$ cat src/hw/gssm_defs.svh
// Purpose: Constants for the gyro SPI status message block.
// Assumes: 50 MHz system clock; SPI mode 0 from an external master.
// Notes:   Offsets, field positions, reset values and counts live here.
// Function
// - Mode 0 six-byte full-duplex exchange, slave.
// - Last byte is inverted sum of five.
// - Command bit 5 selects range source.
// - Command bit 6 enables commanded self-test offset.
// - Status bit 7 set on failed checks.
// - Fail flag forced while self-test enabled.
// - Status bits 6..5 message type 00.
// - Status bit 4 flags bad previous command.
// - Bad command keeps last valid settings.
// - Status bit 3 shows self-test enabled.
// - Status bit 2 always zero.
// - Status bits 1..0 report active range.
// - Bytes 2,3 carry signed rate, MSB first.
// - Rate scale depends on active range.
// - Bytes 4,5 carry unsigned temperature, MSB first.
// - Temperature 0213h at zero, 2.75 per degree.
// - Sixth status byte is a checksum.
`ifndef GSSM_DEFS_SVH
`define GSSM_DEFS_SVH

// ============================================================
// Message geometry
`define GSSM_MSG_BYTES      6
`define GSSM_MSG_BITS       48
`define GSSM_BITCNT_W       6

// ============================================================
// Command byte fields
`define GSSM_CMD_FACTORY    7
`define GSSM_CMD_SELFTEST   6
`define GSSM_CMD_RSRC       5
`define GSSM_CMD_RANGE_HI   4
`define GSSM_CMD_RANGE_LO   3

// ============================================================
// Status byte fields
`define GSSM_ST_FAIL        7
`define GSSM_ST_TYPE_HI     6
`define GSSM_ST_TYPE_LO     5
`define GSSM_ST_BADCMD      4
`define GSSM_ST_SELFTEST    3
`define GSSM_ST_ZERO        2
`define GSSM_MSG_TYPE_DATA  2'h0

// ============================================================
// Range codes and reset values
`define GSSM_RANGE_900      2'h0
`define GSSM_RANGE_300      2'h1
`define GSSM_RANGE_150      2'h2
`define GSSM_RANGE_75       2'h3
`define GSSM_RANGE_RST      2'h3
`define GSSM_TEMP_ZERO_C    16'h0213

`endif

$ cat src/hw/gssm_pkg.sv
// Purpose: Types for the gyro SPI status message block.
// Assumes: Constants come from gssm_defs.svh.
// Notes:   Types only.
package gssm_pkg;
    // ============================================================
    // Link state: idle between frames, shifting inside one.
    typedef enum logic [1:0] {
        GSSM_IDLE  = 2'b01,
        GSSM_SHIFT = 2'b10
    } gssm_state_t;
endpackage

$ cat src/hw/gssm_top.sv
// Purpose: SPI slave that returns the six-byte status message.
// Assumes: SPI pins are asynchronous; the SPI clock is far slower
//          than clk_sys so edges are found by oversampling.
// Notes:   Rate and temperature come in as ready words from the
//          measurement path through a two-entry buffer.
`timescale 1ns/1ps
`include "gssm_defs.svh"

module gssm_top #(
    parameter int RATE_W = 16
) (
    input  wire logic              clk_sys,
    input  wire logic              rstn,
    input  wire logic              spi_sclk,
    input  wire logic              spi_ss_n,
    input  wire logic              spi_mosi,
    output logic                   spi_miso,
    output logic                   spi_miso_oe_n,
    input  wire logic              meas_valid,
    output logic                   meas_ready,
    input  wire logic [RATE_W-1:0] meas_rate,
    input  wire logic [15:0]       meas_temp,
    input  wire logic              check_fail,
    output logic                   self_test_en,
    output logic [1:0]             range_sel,
    output logic                   cmd_bad,
    output logic                   msg_done
);

    // ============================================================
    // Reset release and input synchronisers.
    logic       rst_a_ff, rst_b_ff;
    logic [1:0] sclk_s_ff, ss_s_ff, mosi_s_ff;
    logic       sclk_d_ff, ss_d_ff;
    logic       rst_n;
    assign rst_n = rst_b_ff;

    // Reset is asserted at once but released through two stages.
    always_ff @(posedge clk_sys or negedge rstn) begin
        if (!rstn) begin
            rst_a_ff <= 1'b0;
            rst_b_ff <= 1'b0;
        end else begin
            rst_a_ff <= 1'b1;
            rst_b_ff <= rst_a_ff;
        end
    end

    // Only stage one of each synchroniser feeds stage two.
    always_ff @(posedge clk_sys or negedge rst_n) begin
        if (!rst_n) begin
            sclk_s_ff <= 2'h0;
            ss_s_ff   <= 2'h3;
            mosi_s_ff <= 2'h0;
            sclk_d_ff <= 1'b0;
            ss_d_ff   <= 1'b1;
        end else begin
            sclk_s_ff <= {sclk_s_ff[0], spi_sclk};
            ss_s_ff   <= {ss_s_ff[0], spi_ss_n};
            mosi_s_ff <= {mosi_s_ff[0], spi_mosi};
            sclk_d_ff <= sclk_s_ff[1];
            ss_d_ff   <= ss_s_ff[1];
        end
    end

    logic sclk_rise, sclk_fall, ss_fall, ss_rise, ss_low;
    assign ss_low    = ~ss_s_ff[1];
    assign ss_fall   = ss_d_ff & ~ss_s_ff[1];
    assign ss_rise   = ~ss_d_ff & ss_s_ff[1];
    assign sclk_rise = ss_low & ~sclk_d_ff & sclk_s_ff[1];
    assign sclk_fall = ss_low & sclk_d_ff & ~sclk_s_ff[1];

    // ============================================================
    // Checksum: inverted low byte of the sum of five bytes.
    function automatic logic [7:0] gssm_csum(input logic [39:0] b);
        logic [7:0] s;
        s = 8'h00;
        for (int i = 0; i < 5; i++) begin
            s = s + b[i*8 +: 8];
        end
        return ~s;
    endfunction

    // ============================================================
    // Two-entry buffer for measurement words.
    logic [RATE_W+15:0] buf_ff [2];
    logic [1:0]         buf_cnt_ff;
    logic               buf_rd_ff, buf_wr_ff;
    logic               buf_push, buf_pop;
    logic [RATE_W+15:0] meas_ff;

    // Drained only at a frame start, so an idle link stalls the source.
    assign buf_push = meas_valid && meas_ready;
    assign buf_pop  = ss_fall && (buf_cnt_ff != 2'h0);

    always_ff @(posedge clk_sys or negedge rst_n) begin
        if (!rst_n) begin
            buf_cnt_ff <= 2'h0;
            buf_rd_ff  <= 1'b0;
            buf_wr_ff  <= 1'b0;
            meas_ready <= 1'b0;
            buf_ff[0]  <= '0;
            buf_ff[1]  <= '0;
        end else begin
            if (buf_push) begin
                buf_ff[buf_wr_ff] <= {meas_rate, meas_temp};
                buf_wr_ff         <= ~buf_wr_ff;
            end
            if (buf_pop) begin
                buf_rd_ff <= ~buf_rd_ff;
            end
            buf_cnt_ff <= buf_cnt_ff + {1'b0, buf_push} - {1'b0, buf_pop};
            meas_ready <= (buf_cnt_ff + {1'b0, buf_push}
                           - {1'b0, buf_pop}) < 2'h2;
        end
    end

    // The newest popped word is kept so every frame has data.
    always_ff @(posedge clk_sys or negedge rst_n) begin
        if (!rst_n) begin
            meas_ff <= {{RATE_W{1'b0}}, `GSSM_TEMP_ZERO_C};
        end else if (buf_pop) begin
            meas_ff <= buf_ff[buf_rd_ff];
        end
    end

    // ============================================================
    // Status message assembly.
    logic [7:0]  st_byte;
    logic [39:0] st_body;
    logic [RATE_W-1:0] rate_word;

    always_comb begin
        st_byte = 8'h00;
        st_byte[`GSSM_ST_FAIL] = check_fail | self_test_en;
        st_byte[`GSSM_ST_TYPE_HI:`GSSM_ST_TYPE_LO] =
            `GSSM_MSG_TYPE_DATA;
        st_byte[`GSSM_ST_BADCMD]   = cmd_bad;
        st_byte[`GSSM_ST_SELFTEST] = self_test_en;
        st_byte[`GSSM_ST_ZERO]     = 1'b0;
        st_byte[1:0] = range_sel;
    end

    // Rate arrives already scaled for the active range; the
    // measurement path also adds the self-test offset.
    assign rate_word = meas_ff[RATE_W+15:16];
    // Temperature is passed through as an unsigned code.
    assign st_body = {st_byte, rate_word[15:0],
                      meas_ff[15:0]};

    // ============================================================
    // Link state and shift registers.
    gssm_pkg::gssm_state_t state_ff;
    logic [47:0]            tx_ff, rx_ff;
    logic [`GSSM_BITCNT_W-1:0] bitcnt_ff;

    always_ff @(posedge clk_sys or negedge rst_n) begin
        if (!rst_n) begin
            state_ff <= gssm_pkg::GSSM_IDLE;
        end else begin
            unique case (state_ff)
                gssm_pkg::GSSM_IDLE: begin
                    if (ss_fall) begin
                        state_ff <= gssm_pkg::GSSM_SHIFT;
                    end
                end
                gssm_pkg::GSSM_SHIFT: begin
                    if (ss_rise) begin
                        state_ff <= gssm_pkg::GSSM_IDLE;
                    end
                end
                default: state_ff <= gssm_pkg::GSSM_IDLE;
            endcase
        end
    end

    // Snapshot the whole message at the frame start so the words
    // cannot tear mid-transfer; a pending pop is taken in first.
    logic [39:0] snap_body;
    assign snap_body = buf_pop ?
        {st_byte, buf_ff[buf_rd_ff][RATE_W+15:RATE_W],
         buf_ff[buf_rd_ff][15:0]} : st_body;

    always_ff @(posedge clk_sys or negedge rst_n) begin
        if (!rst_n) begin
            tx_ff     <= 48'h0000_0000_0000;
            rx_ff     <= 48'h0000_0000_0000;
            bitcnt_ff <= '0;
        end else if (ss_fall) begin
            tx_ff     <= {snap_body, gssm_csum(snap_body)};
            bitcnt_ff <= '0;
        end else if (sclk_rise) begin
            rx_ff     <= {rx_ff[46:0], mosi_s_ff[1]};
            bitcnt_ff <= bitcnt_ff + 1'b1;
        end else if (sclk_fall) begin
            tx_ff <= {tx_ff[46:0], 1'b0};
        end
    end

    // MSB drives at once in mode 0, then shifts on falling edges.
    always_ff @(posedge clk_sys or negedge rst_n) begin
        if (!rst_n) begin
            spi_miso      <= 1'b0;
            spi_miso_oe_n <= 1'b1;
        end else begin
            spi_miso      <= tx_ff[47];
            spi_miso_oe_n <= ~ss_low;
        end
    end

    // ============================================================
    // Command handling at frame end.
    logic [7:0] cmd_byte;
    logic       cmd_ok, full_frame;
    assign cmd_byte   = rx_ff[47:40];
    assign full_frame = bitcnt_ff == 6'(`GSSM_MSG_BITS);
    assign cmd_ok     = full_frame &&
                        gssm_csum(rx_ff[47:8]) == rx_ff[7:0];

    // Only a whole, valid frame changes settings; others keep
    // the last good ones. Factory-mode commands are not honoured.
    always_ff @(posedge clk_sys or negedge rst_n) begin
        if (!rst_n) begin
            self_test_en <= 1'b0;
            range_sel    <= `GSSM_RANGE_RST;
            cmd_bad      <= 1'b0;
            msg_done     <= 1'b0;
        end else begin
            msg_done <= ss_rise && state_ff == gssm_pkg::GSSM_SHIFT;
            if (ss_rise && state_ff == gssm_pkg::GSSM_SHIFT) begin
                cmd_bad <= ~cmd_ok;
                if (cmd_ok && !cmd_byte[`GSSM_CMD_FACTORY]) begin
                    self_test_en <= cmd_byte[`GSSM_CMD_SELFTEST];
                    range_sel <= cmd_byte[`GSSM_CMD_RSRC] ?
                        cmd_byte[`GSSM_CMD_RANGE_HI:`GSSM_CMD_RANGE_LO] :
                        `GSSM_RANGE_75;
                end
            end
        end
    end
endmodule

$ cat config.mk
export PLATFORM = sky130hd
export DESIGN_NAME = gssm_top
export DESIGN_NICKNAME = d
export VERILOG_FILES = /design/src/hw/gssm_pkg.sv /design/src/hw/gssm_top.sv
export VERILOG_INCLUDE_DIRS = /design/src /design/src/hw
export SDC_FILE = /design/constraint.sdc
export NUM_CORES = 1
export LEC_CHECK = 0
export BUFFER_PORTS_ARGS = -buffer_cell sky130_fd_sc_hd__buf_4
export CAP_MARGIN = 20
export CELL_PAD_IN_SITES_DETAIL_PLACEMENT = 1
export CELL_PAD_IN_SITES_GLOBAL_PLACEMENT = 1
export CORE_MARGIN = 4
export CORE_UTILIZATION = 51
export DETAILED_ROUTE_END_ITERATION = 12
export PLACE_DENSITY = 0.83
export SETUP_SLACK_MARGIN = 0.1
export SLEW_MARGIN = 5
export SYNTH_ARGS = -nofsm -noshare
export SYNTH_HDL_FRONTEND = slang
export SYNTH_SLANG_ARGS = --single-unit
export TNS_END_PERCENT = 20
$ cat constraint.sdc
create_clock -name clk_sys -period 9.2 [get_ports clk_sys]
set_clock_uncertainty 0.15 [all_clocks]
set_input_delay 0.46 -clock clk_sys [delete_from_list [all_inputs] [get_ports clk_sys]]
set_output_delay 0.46 -clock clk_sys [all_outputs]
set_load 0.02 [all_outputs]
==> run metrics <==
P per Cell Area=around 400 nW/um^2; Worst Setup SP=spi_miso_oe_n$_DFF_PN1_; Max Fclk=roughly 0.17 GHz; WHS=0.0417 ns; Synth Area in Compound Gates=6.38%; Hold Path Class=in -> reg; r2r endpoint=tx_ff[7]$_DFFE_PN0P_; post-CTS sizing=0; crit-path cells=nand2b_1 -> nor2_4 -> buf_4 -> o21ai_0 -> fa_1 -> inv_1 -> fa_1 -> inv_1 -> fa_1 -> inv_1 -> ha_1 -> fa_1 -> a211oi_1 -> nor2_1 -> o21ai_0 -> nand2b_1 -> xnor3_1 -> o21ai_1; CP max stage cell=fa_1; Required @ worst endpoint=between 9 and 10 ns; Post-Syn Area=about 11000 sq um; Worst Path Buf+Inv=4; Worst-path clk slew=~0.060 ns; Rel. slew slack=between 30% and 40%; fin. max-slew vios=0; mean area per synthesized cell=between 10 and 15 sq um; CTS buffer count=25; drt via density=between 5 and 6; CP dominant cell by count=fa_1; FF-to-FF setup slack=3.37 ns; Residual DRC=0; final wirelength=23300 microns; H-tree lvl count=1; Crit path depth=18; critical path's largest stage delay=between 0.5 and 0.6 ns; DIE HEIGHT=152 microns; Crit path max-delay family=adder cells; final setup fails=0; Initial Util=between 50% and 60%; final setup TNS=0 ns; largest net degree at the start of global routing=roughly 80; drt initial violations=296; Tcrit/Tclk final=between 60 and 70%; hold path start=meas_temp[15]; PortBufs=between 40 and 50; Total GRT Usage=21.4%; initial antenna violation count=0; maxcap violations=0; YS warnings=0; Cells after Synth=829; Final ANT Viol Nets=0; total gr overflow=0; Main synth FF type=dfrtp_1; layout cells sized above 1=between 20% and 30%; Total Nets Final=approximately 1000; Final Hold Fails=0; GP Congestion=a little under 0.8; first-pass detailed-route iteration total=4; critical path type=reg -> reg; ys async rst share=100%; Netlist cell types=47; register area share after synthesis=approximately 53%; first-pass GRT wire length=38500 microns; row count=52; Setup crit end=tx_ff[7]$_DFFE_PN0P_; #FFs+latches synth=between 200 and 250; Placeable Area=between 20000 and 25000 sq um; Post-Layout Cell Count=about 1.2k; clk root buf=clkbuf_16; Layout area overhead=13.6%; startpoint types=register; Worst R2R Start=spi_miso_oe_n$_DFF_PN1_; slew of the pin with the lowest slew margin=~0.95 ns; CTS Buffer Depth=3; XOR/XNOR share of the synthesized area=under 10%; number of global-route vias before repair=7269; Post-synth EDFFs=0; Via Count=about 6.4k; clock sinks=between 200 and 250; simple-gate share of the synthesized area=a little under 6%; CP Capture Type=register; CTS tree=built; Pleak=5.56 nW; CP max FO=67; maximum vdd drop=between 0.2 and 0.3 mV; post-route minimum period=between 5 and 6 ns; Mapped Nets=about 930; status=finished clean; mux contribution to synthesized area=approximately 18%; DIE AREA=between 20000 and 25000 sq um; power after layout=between 4 and 5 mW; worst r2r path cells=18; ANT cells=0; number of I/O pins=47; clk_lat worst skew=a little over 0.5 ns; RSZ-0062 raised after global routing=no; final HPWL from detailed placement=approximately 16000 microns; Routed WL per cell=~20 microns; Die W=approximately 150 microns; Placed Instances=1112; CP arrival=6.04 ns; largest family of logic cells by synthesized area=multiplexers; Post-Synth Adder-Cell Area=about a tenth
[layout make-up]
cell class / instances / area (sq um)
sequential: 221 / 5550
timing repair buffer: 59 / 465
fill: 2012 / 8300
multi-input combinational: 527 / 4620
clock buffer: 34 / 709
inverter: 40 / 150
clock inverter: 11 / 111
tap: 270 / 338
[cell usage after synthesis (2+ instances only)]
library cell | instances | area (sq um)
fa_1 | 37 | 741
nand4_1 | 3 | 18.8
buf_1 | 6 | 22.5
xnor2_1 | 21 | 184
nor2b_1 | 14 | 87.6
a21o_1 | 4 | 30.0
dfrtp_1 | 211 | 5280
nor3_1 | 3 | 15.0
buf_2 | 11 | 55.1
a21oi_1 | 48 | 240
buf_4 | 6 | 45.0
ha_1 | 23 | 288
o21ai_0 | 45 | 225
nand2_1 | 51 | 191
and4bb_2 | 2 | 25.0
buf_6 | 3 | 33.8
clkbuf_1 | 15 | 56.3
xor2_1 | 11 | 96.3
dfstp_2 | 10 | 263
nand3_1 | 4 | 20.0
mux2_4 | 2 | 30.0
nand2b_1 | 4 | 25.0
a211oi_1 | 14 | 105
inv_1 | 40 | 150
mux2i_1 | 65 | 651
xnor3_1 | 3 | 67.6
nor2_1 | 43 | 161
o22ai_1 | 2 | 12.5
nor3b_1 | 2 | 15.0
mux2_2 | 109 | 1230
[sequential cells by signal (all words and copies together) (netlist names)]
name	cells
buf_ff	64
rx_ff	48
tx_ff	48
meas_ff	32
bitcnt_ff	6
buf_cnt_ff	2
mosi_s_ff	2
range_sel	2
sclk_s_ff	2
ss_s_ff	2
state_ff	2
buf_rd_ff	1
buf_wr_ff	1
cmd_bad	1
meas_ready	1
msg_done	1
rst_a_ff	1
rst_b_ff	1
sclk_d_ff	1
self_test_en	1
spi_miso	1
spi_miso_oe_n	1
[layer usage]
| layer | vias to the layer above | wire [microns] | part of all wire, % | track usage [%] |
|---|---|---|---|---|
| met2 | 96 | 12600 | 54 | 38.7 |
| li1 | 2920 | - | - | - |
| met4 | 0 | 699 | 3.0 | 6.47 |
| met5 | - | 0 | 0 | 0 |
| met3 | 48 | 583 | 2.5 | 3.06 |
| met1 | 3372 | 9400 | 40 | 26.6 |
[cells in the final DEF, fill, tap and decap left out, types with 23 or more instances in the layout]
| cell type | n |
|---|---|
| fa_1 | 37 |
| mux2i_1 | 65 |
| mux2_2 | 109 |
| nor2_1 | 42 |
| o21ai_0 | 45 |
| a21oi_1 | 48 |
| ha_1 | 23 |
| nand2_1 | 51 |
| buf_4 | 54 |
| clkbuf_16 | 25 |
| dfrtp_1 | 209 |
| inv_1 | 40 |
[how the worst min path moves through the flow]
stage	slack [ns]	end	cells after the start
final	0.04	buf_ff[15]$_DFFE_PN0P_	2
after floorplan	0.01	rst_a_ff$_DFF_PN0_	0
after CTS	0.02	buf_ff[8]$_DFFE_PN0P_	2
after global routing	0.02	buf_ff[15]$_DFFE_PN0P_	2
after detailed placement	0.08	buf_ff[37]$_DFFE_PN0P_	0
after global placement	0.08	buf_ff[37]$_DFFE_PN0P_	0
[kinds of logic (layout without fill, tap and decap cells)]
group                      after synthesis  after routing
DFF                                    221            221
xor gates and xnor gates                36             36
other                                    1              1
AOI/OAI and AO/OA                      120            120
buffers and inverters                   81            144
adders and majority gates               60             60
muxes                                  177            177
and+or+nand+nor                        133            133
[stage by stage]
| stage | utilization [%] | cell area, sq um | worst slack [ns] |
|---|---|---|---|
| 2_1_floorplan | - | 10500 | 2.45 |
| 3_3_place_gp | 54.6 | 11100 | 3.67 |
| 3_5_place_dp | 54.6 | 11100 | 3.43 |
| 4_1_cts | 58.9 | 11900 | 3.33 |
| 5_1_grt | 59.0 | 11900 | 2.94 |
| 6_report | 59.0 | 11900 | 3.37 |
[timing repair]
item                                    4_1_cts  5_1_grt
endpoints found under the hold margin         5        0
endpoints found under the setup margin        0        0
hold buffers                                  4        0
setup buffers                                 0        0
[report_power, final]
group / internal [mW] / total (mW) / switching, mW
sequential: 1.31 / 1.50 / 0.186
clock: 0.595 / 0.987 / 0.392
combinational: 1.04 / 2.20 / 1.16
Power figures use the tool's default switching activity.
